## src/addr_map.svh

```systemverilog
/*
 * Field positions, mode codes and fixed selectors of the 16-bit primary
 * memory-operand field. Included by every design file
 * that decodes the field; it holds definitions only.
 */
`ifndef ADDR_FIELD16_MAP_SVH
`define ADDR_FIELD16_MAP_SVH

// Position of the operand field inside a non-move instruction word.
`define FLD_INSTR_HI 31
`define FLD_INSTR_LO 16

// Mode prefix positions inside the field.
`define TOP_HI       15
`define TOP2_LO      14
`define TOP3_LO      13
`define TOP4_LO      12

// Sub-field positions inside the field.
`define BASE_HI      3
`define BASE_LO      0
`define IDX_HI       5
`define IDX_LO       4
`define DEST_HI      9
`define DEST_LO      6
`define SH_HI        11
`define SH_LO        10
`define U10_HI       13
`define U10_LO       4
`define U7_HI        12
`define U7_LO        6
`define N13_HI       12
`define N13_LO       0
`define U8_HI        11
`define U8_LO        4

// Mode prefix codes.
`define CODE_OFS_B   2'h0
`define CODE_OFS_W   2'h1
`define CODE_POST_IX 3'h4
`define CODE_STK_NEG 3'h5
`define CODE_POST_IN 4'hc
`define CODE_POST_DE 4'hd
`define CODE_PRE_DE  4'he
`define CODE_SCALED  4'hf

// Fixed selectors and shift of the word-stepped offset.
`define SP_IDX       4'hf
`define NO_DEST      4'hf
`define WORD_SHIFT   2
`define IDX_PAD      2'h0

`endif

```

## src/addr_field16_pkg.sv

```systemverilog
/*
 * Types shared by the operand-field decoder files.
 * Assumes addr_map.svh is on the include path.
 */
package addr_field16_pkg;

    // Contents of the sixteen 32-bit address registers, entry 15 is the SP.
    typedef logic [15:0][31:0] areg_file_t;

    // Decoded addressing mode of one operand field.
    typedef enum logic [2:0]
    {
        MODE_OFS_B    = 3'h0,
        MODE_OFS_W    = 3'h1,
        MODE_POST_IDX = 3'h3,
        MODE_STK_NEG  = 3'h2,
        MODE_POST_INC = 3'h6,
        MODE_POST_DEC = 3'h7,
        MODE_PRE_DEC  = 3'h5,
        MODE_SCALED   = 3'h4
    } mode_t;

endpackage

```

## src/addr_gen_if.sv

```systemverilog
/*
 * Carrier between the decoder top and one address generator: the field
 * and register snapshot going in, the address and write-back coming out.
 * Assumes addr_field16_pkg is compiled first.
 */
`timescale 1ns/10ps

interface addr_gen_if;
    logic [15:0]                field;
    addr_field16_pkg::areg_file_t regs;
    logic [31:0]                addr;
    logic                       wb_en;
    logic [3:0]                 wb_idx;
    logic [31:0]                wb_val;
    logic                       invalid;
    addr_field16_pkg::mode_t    mode;

    // The generator computes, the top supplies inputs and samples results.
    modport gen  (input field, regs,
                  output addr, wb_en, wb_idx, wb_val, invalid, mode);
    modport user (output field, regs,
                  input addr, wb_en, wb_idx, wb_val, invalid, mode);
endinterface

```

## src/addr_field16_decoder.sv

```systemverilog
/*
 * Decoder and address generator for the 16-bit primary operand field,
 * two generators so a data move resolves both fields in one request.
 * Assumes the pipeline holds the register file snapshot steady in the
 * request cycle and performs the write-back it is handed.
 */
// Operation
// - The 16-bit operand field selects every pointer and stack mode.
// - Outside data moves the field is instruction bits 31 down to 16.
// - A data move has two fields decoded independently, others one.
// - Prefix 00 adds an unsigned 10-bit byte offset, pointer unchanged.
// - Prefix 01 adds the 10-bit offset shifted left by two.
// - Prefix 100 adds a 7-bit offset, then the pointer gains the index.
// - Prefix 101 takes the SP minus a 13-bit magnitude, SP unchanged.
// - Prefix 1100 uses the pointer, then adds an 8-bit amount to it.
// - Prefix 1101 uses the pointer, then subtracts a 1 to 256 amount.
// - Prefix 1110 subtracts a 1 to 256 amount and uses the result.
// - Prefix 1111 adds the index shifted by 0 to 3 to the pointer.
// - The scaled form with a destination writes the address there.
// - Base and destination take 4-bit selectors, the index 2 bits.
// - Modes not valid with the SP as base are flagged unusable.
`timescale 1ns/10ps
`include "addr_map.svh"

module addr_field16_decoder
(
    // Clock and reset.
    input  wire logic                         mclk_i,
    input  wire logic                         rst_b_i,
    // Request from the pipeline.
    input  wire logic                         req_valid_i,
    input  wire logic [31:0]                  instr_word_i,
    input  wire logic                         move_op_i,
    input  wire logic [15:0]                  move_field_i,
    // Address register file snapshot.
    input  wire addr_field16_pkg::areg_file_t areg_i,
    // Results, one entry per field slot.
    output logic                              rsp_valid_o,
    output logic [1:0]                        slot_valid_o,
    output logic [1:0][31:0]                  eff_addr_o,
    output logic [1:0]                        wb_en_o,
    output logic [1:0][3:0]                   wb_idx_o,
    output logic [1:0][31:0]                  wb_val_o,
    output logic [1:0]                        invalid_o
);
    logic [1:0]  slot_live;
    logic [15:0] field0;
    logic [15:0] field1;
    logic [31:0] base0;
    logic [31:0] index0;
    logic [31:0] stack0;
    logic [8:0]  mag0;
    logic [13:0] mag13_0;

    // Slot 0 always carries the field in the upper half of the word.
    assign field0       = instr_word_i[`FLD_INSTR_HI:`FLD_INSTR_LO];
    // Slot 1 is only meaningful for a data move.
    assign field1       = move_field_i;
    assign slot_live[0] = req_valid_i;
    assign slot_live[1] = req_valid_i && move_op_i;

    // One generator per slot; the two never share arithmetic.
    for (genvar s = 0; s < 2; s++)
    begin : gen_slot
        addr_gen_if u_if ();

        addr_gen u_gen
        (
            .g (u_if.gen)
        );

        // Field and register snapshot into this slot's generator.
        assign u_if.field = (s == 0) ? field0 : field1;
        assign u_if.regs  = areg_i;

        // Valid flag per slot, cleared when no request is taken.
        always_ff @(posedge mclk_i or negedge rst_b_i)
        begin
            if (!rst_b_i)
                slot_valid_o[s] <= 1'b0;
            else
                slot_valid_o[s] <= slot_live[s];
        end

        // Registered results; a dead slot never asks for a write-back.
        always_ff @(posedge mclk_i or negedge rst_b_i)
        begin
            if (!rst_b_i)
            begin
                eff_addr_o[s] <= 32'h0;
                wb_en_o[s]    <= 1'b0;
                wb_idx_o[s]   <= 4'h0;
                wb_val_o[s]   <= 32'h0;
                invalid_o[s]  <= 1'b0;
            end
            else
            begin
                eff_addr_o[s] <= u_if.addr;
                wb_en_o[s]    <= u_if.wb_en && slot_live[s];
                wb_idx_o[s]   <= u_if.wb_idx;
                wb_val_o[s]   <= u_if.wb_val;
                invalid_o[s]  <= u_if.invalid && slot_live[s];
            end
        end
    end

    // Response strobe, one cycle after each taken request.
    always_ff @(posedge mclk_i or negedge rst_b_i)
    begin
        if (!rst_b_i)
            rsp_valid_o <= 1'b0;
        else
            rsp_valid_o <= req_valid_i;
    end

    // Helper view of slot 0 for the checks below only.
    assign base0   = areg_i[field0[`BASE_HI:`BASE_LO]];
    assign index0  = areg_i[{`IDX_PAD, field0[`IDX_HI:`IDX_LO]}];
    assign stack0  = areg_i[`SP_IDX];
    assign mag0    = {~|field0[`U8_HI:`U8_LO], field0[`U8_HI:`U8_LO]};
    assign mag13_0 = {~|field0[`N13_HI:`N13_LO], field0[`N13_HI:`N13_LO]};
endmodule

```

## src/addr_gen.sv

```systemverilog
/*
 * Combinational address generator for one 16-bit operand field.
 * Assumes the register snapshot is stable for the cycle in which the
 * caller samples the result; it holds no state.
 */
`timescale 1ns/10ps
`include "addr_map.svh"

module addr_gen
(
    // Field in, address and write-back out.
    addr_gen_if.gen g
);
    logic [31:0] base;
    logic [31:0] index;
    logic [31:0] stack;
    logic [8:0]  mag8;
    logic [13:0] mag13;
    logic [31:0] scaled;

    // Operand selection; the index selector reaches only registers 0 to 3.
    assign base   = g.regs[g.field[`BASE_HI:`BASE_LO]];
    assign index  = g.regs[{`IDX_PAD, g.field[`IDX_HI:`IDX_LO]}];
    assign stack  = g.regs[`SP_IDX];

    // Zero encodes the largest magnitude, so no encoding is wasted.
    assign mag8   = {~|g.field[`U8_HI:`U8_LO], g.field[`U8_HI:`U8_LO]};
    assign mag13  = {~|g.field[`N13_HI:`N13_LO],
                     g.field[`N13_HI:`N13_LO]};
    assign scaled = index << g.field[`SH_HI:`SH_LO];

    // Mode decode by prefix length, longest prefixes last.
    always_comb
    begin
        if (g.field[`TOP_HI:`TOP2_LO] == `CODE_OFS_B)
            g.mode = addr_field16_pkg::MODE_OFS_B;
        else if (g.field[`TOP_HI:`TOP2_LO] == `CODE_OFS_W)
            g.mode = addr_field16_pkg::MODE_OFS_W;
        else if (g.field[`TOP_HI:`TOP3_LO] == `CODE_POST_IX)
            g.mode = addr_field16_pkg::MODE_POST_IDX;
        else if (g.field[`TOP_HI:`TOP3_LO] == `CODE_STK_NEG)
            g.mode = addr_field16_pkg::MODE_STK_NEG;
        else if (g.field[`TOP_HI:`TOP4_LO] == `CODE_POST_IN)
            g.mode = addr_field16_pkg::MODE_POST_INC;
        else if (g.field[`TOP_HI:`TOP4_LO] == `CODE_POST_DE)
            g.mode = addr_field16_pkg::MODE_POST_DEC;
        else if (g.field[`TOP_HI:`TOP4_LO] == `CODE_PRE_DE)
            g.mode = addr_field16_pkg::MODE_PRE_DEC;
        else
            g.mode = addr_field16_pkg::MODE_SCALED;
    end

    // Address and write-back; all sums wrap at 32 bits.
    always_comb
    begin
        g.addr    = base;
        g.wb_en   = 1'b0;
        g.wb_idx  = g.field[`BASE_HI:`BASE_LO];
        g.wb_val  = base;
        g.invalid = 1'b0;
        case (g.mode)
            addr_field16_pkg::MODE_OFS_B:
                g.addr = base + 32'(g.field[`U10_HI:`U10_LO]);
            addr_field16_pkg::MODE_OFS_W:
                g.addr = base + (32'(g.field[`U10_HI:`U10_LO])
                         << `WORD_SHIFT);
            addr_field16_pkg::MODE_POST_IDX:
            begin
                g.addr    = base + 32'(g.field[`U7_HI:`U7_LO]);
                g.wb_val  = base + index;
                g.invalid = (g.field[`BASE_HI:`BASE_LO] == `SP_IDX);
                g.wb_en   = !g.invalid;
            end
            addr_field16_pkg::MODE_STK_NEG:
            begin
                g.addr    = stack - 32'(mag13);
                g.wb_idx  = `SP_IDX;
            end
            addr_field16_pkg::MODE_POST_INC:
            begin
                g.wb_val  = base + 32'(g.field[`U8_HI:`U8_LO]);
                g.wb_en   = 1'b1;
            end
            addr_field16_pkg::MODE_POST_DEC:
            begin
                g.wb_val  = base - 32'(mag8);
                g.invalid = (g.field[`BASE_HI:`BASE_LO] == `SP_IDX);
                g.wb_en   = !g.invalid;
            end
            addr_field16_pkg::MODE_PRE_DEC:
            begin
                g.wb_val  = base - 32'(mag8);
                g.addr    = g.wb_val;
                g.wb_en   = 1'b1;
            end
            addr_field16_pkg::MODE_SCALED:
            begin
                g.addr    = base + scaled;
                g.wb_idx  = g.field[`DEST_HI:`DEST_LO];
                g.wb_val  = g.addr;
                g.wb_en   = (g.field[`DEST_HI:`DEST_LO] != `NO_DEST);
            end
            default:
                g.addr    = base;
        endcase
    end

endmodule

```

## config.mk

```make
export PLATFORM = sky130hd
export DESIGN_NAME = addr_field16_decoder
export DESIGN_NICKNAME = d
export VERILOG_FILES = /design/src/addr_field16_pkg.sv /design/src/addr_gen_if.sv /design/src/addr_field16_decoder.sv /design/src/addr_gen.sv
export VERILOG_INCLUDE_DIRS = /design/src
export SDC_FILE = /design/constraint.sdc
export NUM_CORES = 2
export LEC_CHECK = 0
export BUFFER_PORTS_ARGS = -buffer_cell sky130_fd_sc_hd__buf_4
export CAP_MARGIN = 30
export CORE_ASPECT_RATIO = 0.7
export CORE_MARGIN = 2
export CORE_UTILIZATION = 30
export DETAILED_ROUTE_END_ITERATION = 10
export PLACE_DENSITY_LB_ADDON = 0.08
export SLEW_MARGIN = 15
export SYNTH_ARGS = -nofsm -noshare
export SYNTH_HDL_FRONTEND = slang
export SYNTH_SLANG_ARGS = --single-unit
```

## constraint.sdc

```tcl
create_clock -name mclk_i -period 0.87 [get_ports mclk_i]
set_clock_uncertainty 0.2 [all_clocks]
set_input_delay 0.174 -clock mclk_i [delete_from_list [all_inputs] [get_ports mclk_i]]
set_output_delay 0.174 -clock mclk_i [all_outputs]
set_load 0.01 [all_outputs]
```

==> flow_summary.yaml <==
sta:
  whs_ps: -117.2
  final.setup.tns_ps: -418690
  finalCriticalPeriod_ps: 4061
  finalSetupViolations: 283
  slew_headroom: 0.4387
  worst_slew_pin_slew_ps: 841.9
  finalCritPeriodShare: 4.668
  rsz0062_at_grt: "true"
  max_freq_mhz: 246.2
  setup_ws_ps: -3191
  hold_viol: 16
  slew_violations: 0
detailed_routing:
  drc: 0
  ant_nets: 0
  avgViaCountPerCell: 5.969
  drtIter0Drc: 5073
  dr.pass1.iters: 6
  vias: 43670
  drt_wl_total_um: 227100
  wire_per_inst_um: 31.05
cts:
  path_clk_slew_ps: 80
  cts_tree: "done"
  clock_path_buffers: 2
  cts_buffers: 17
  cts-root-buf: "clkbuf_16"
  cts-hold-fix-buffers: 2
  cts.htree.levels: 4
  cts.sinks: 142
power:
  p_switching_mw: 39.51
  p_seq_frac: 0.103
  p_leak_nw: 26.20
  swShare: 0.4544
  combPwrFrac: 0.805
  internal_power_mw: 47.45
  p_per_area_mw_per_mm2: 1436
  p_total_mw: 86.97
  p_clk_frac: 0.091
  peakVddDrop_v: 0.001412
yosys:
  syn-num-nets: 4482
  synthArstFlopShare: 1.000
  syn-cell-area_mm2: 0.03215
  synth.avg_cell_area_um2: 8.699
  ys_seq_area_frac: 0.1105
  synth-edff-count: 0
  synth_cell_type_count: 102
  yosysWarnings: 0
  synth_seq_cells: 142
  synthFlopType: "dfrtp_1"
  synthCells: 3696
grt:
  grt_max_degree: 30
  grt_usage: 0.3963
  antenna_found_initial: 19
  grt_pass1_vias: 42560
  grt_pass1_wl_um: 314500
  grt-ovfl-total: 0
cells_and_area:
  drive_above_1_share: 0.6230
  syn_to_final_growth_pct: 88.36
  instances_no_fill: 7316
  utilization: 0.5701
  layout.nets: 6655
  fin_area_mm2: 0.06056
placed_design:
  dpl.hpwl_um: 184500
  gp_congestion: 1.004
  pre_cts_slack_ps: -4425
  io_buffer_count: 690
  dpl-instance-area_mm2: 0.05018
  placedCellCount: 7019
critical_path:
  cp_common_cell: "buf_4"
  slowest_delay_ps: 580
  crit_path_max_fanout: 7
  end_kind: "flip-flop"
  worst_path_max_delay_cell: "mux4_2"
  crit_type: "input pin to flip-flop"
  cp_cell_sequence: "buf_16 > mux4_2 > mux4_2 > buf_6 > ha_4 > a21o_1 > a21o_1 > a211oi_2 > buf_4 > a21oi_4 > a2111oi_4 > buf_4 > o31ai_4 > a221oi_2 > buf_4 > a211o_1 > o22ai_1 > a211o_1"
  crit_start: "instr_word_i[16]"
  startpoint_type: "input pin"
  arrival_ps: 4280
  crit_family: "compound AO/OA/AOI/OAI gates"
  critPathRequiredTime_ps: 1090
  critical_path_buf_inv_count: 5
die:
  die_h_um: 277.9
  core_mm2: 0.1062
  ioPinCount: 707
  start_util: 0.3027
  dieArea_mm2: 0.1099
  num_rows: 100
  die_w_um: 395.3
hold_path:
  holdPathStages: 3
  holdPathEnd: "slot_valid_o[1]$_DFF_PN0_"
  hp-start: "req_valid_i"
  hold_path_class: "input pin to flip-flop"
outcome:
  violations: "negative hold slack, negative setup slack"
  status: "complete, but fails checks"
run:
  maxCapViolCount: 0
## cells in the mapped netlist, drive strengths merged, types with 43 or more instances
| library cell | count | area share |
|---|---|---|
| nor4 | 43 | 0.010 |
| clkbuf | 159 | 0.019 |
| nor2 | 264 | 0.031 |
| o221ai | 45 | 0.012 |
| o211ai | 57 | 0.013 |
| mux2i | 64 | 0.020 |
| and3 | 49 | 0.0095 |
| mux4 | 344 | 0.24 |
| nand2b | 48 | 0.0093 |
| nor2b | 85 | 0.017 |
| inv | 119 | 0.014 |
| a31oi | 54 | 0.011 |
| xor2 | 99 | 0.027 |
| a211oi | 49 | 0.012 |
| xnor2 | 126 | 0.034 |
| buf | 90 | 0.018 |
| o21a | 50 | 0.012 |
| dfrtp | 142 | 0.11 |
| a22oi | 47 | 0.011 |
| nor3 | 59 | 0.0097 |
| ha | 210 | 0.082 |
| nand2 | 311 | 0.036 |
| o21ai | 235 | 0.037 |
| a21oi | 312 | 0.049 |
| nand3 | 68 | 0.011 |
| o22ai | 44 | 0.0086 |
| a21o | 94 | 0.022 |
## logic make-up after synthesis
| family | Yosys count | synth area share |
|---|---|---|
| AOI/OAI and AO/OA | 1217 | 0.2498 |
| and+or+nand+nor | 1090 | 0.1697 |
| muxes | 430 | 0.2686 |
| buffers and inverters | 369 | 0.05020 |
| xor gates and xnor gates | 226 | 0.06199 |
| adders and majority gates | 222 | 0.08919 |
| DFF | 142 | 0.1105 |
## cell usage in the layout (no fill, tap or decap), types with 42 or more instances in the layout
cell type	instances
o211ai_1	57
inv_1	100
nand2b_1	42
nor2b_1	70
nand2_1	271
nor2_1	221
a21o_1	92
o21ai_1	62
a21oi_1	171
buf_6	359
xor2_1	84
ha_1	110
xnor2_1	104
ha_4	95
nand3_1	50
o21ai_0	97
a21oi_2	112
o21ai_2	62
buf_12	76
mux2i_1	55
o21a_1	46
mux4_2	344
dfrtp_1	139
buf_4	1913
## layout make-up
class / instances / area, um^2
well taps: 1428 / 1787
clock buffers: 19 / 452.9
flip-flops and latches: 142 / 3557
inverters: 120 / 471.7
fillers: 9636 / 45670
clock inverters: 12 / 120.1
multi-input cells: 3185 / 33020
diodes: 7 / 17.52
repair buffers: 2403 / 21130
## power by group through the flow
stage	clock network (mW)	logic [mW]	registers [mW]
final	7.93	70.0	8.99
after global routing	8.31	73.3	9.11
after CTS	8.09	64.5	9.02
after detailed placement	0	53.4	8.83
after global placement	0	53.5	8.90
after floorplan	0	25.1	9.26
## timing repair
item                                     CTS  global route
gates cloned                              18             2
pin swaps                                456           310
buffers inserted                         208            92
gates resized for setup                 1207           348
endpoints found under the setup margin   283           283
hold endpoints to repair                 151            17
## per-layer routing
layer	vias to the layer above	routed length (um)	track usage
li1	18920	-	-
met1	21770	98280	0.5563
met2	2549	96230	0.5864
met3	420	22500	0.09293
met4	12	10040	0.1508
met5	-	79	0
## worst max-delay path by stage
| stage | depth (start not counted) | endpoint | slack, ps |
|---|---|---|---|
| final | 18 | wb_val_o[29]$_DFF_PN0_ | -3190 |
| after global routing | 18 | wb_val_o[60]$_DFF_PN0_ | -3260 |
| after CTS | 18 | wb_val_o[29]$_DFF_PN0_ | -3100 |
| after detailed placement | 21 | eff_addr_o[46]$_DFF_PN0_ | -4420 |
| after global placement | 21 | eff_addr_o[46]$_DFF_PN0_ | -4370 |
| after floorplan | 26 | wb_val_o[60]$_DFF_PN0_ | -4230 |
## state kept, by name, indices dropped and copies added (netlist names)
signal,flops
wb_val_o,64
slot_valid_o,1
wb_idx_o,8
wb_en_o,2
invalid_o,2
eff_addr_o,64
rsp_valid_o,1
Note: power is estimated with default switching activity, not from simulation.
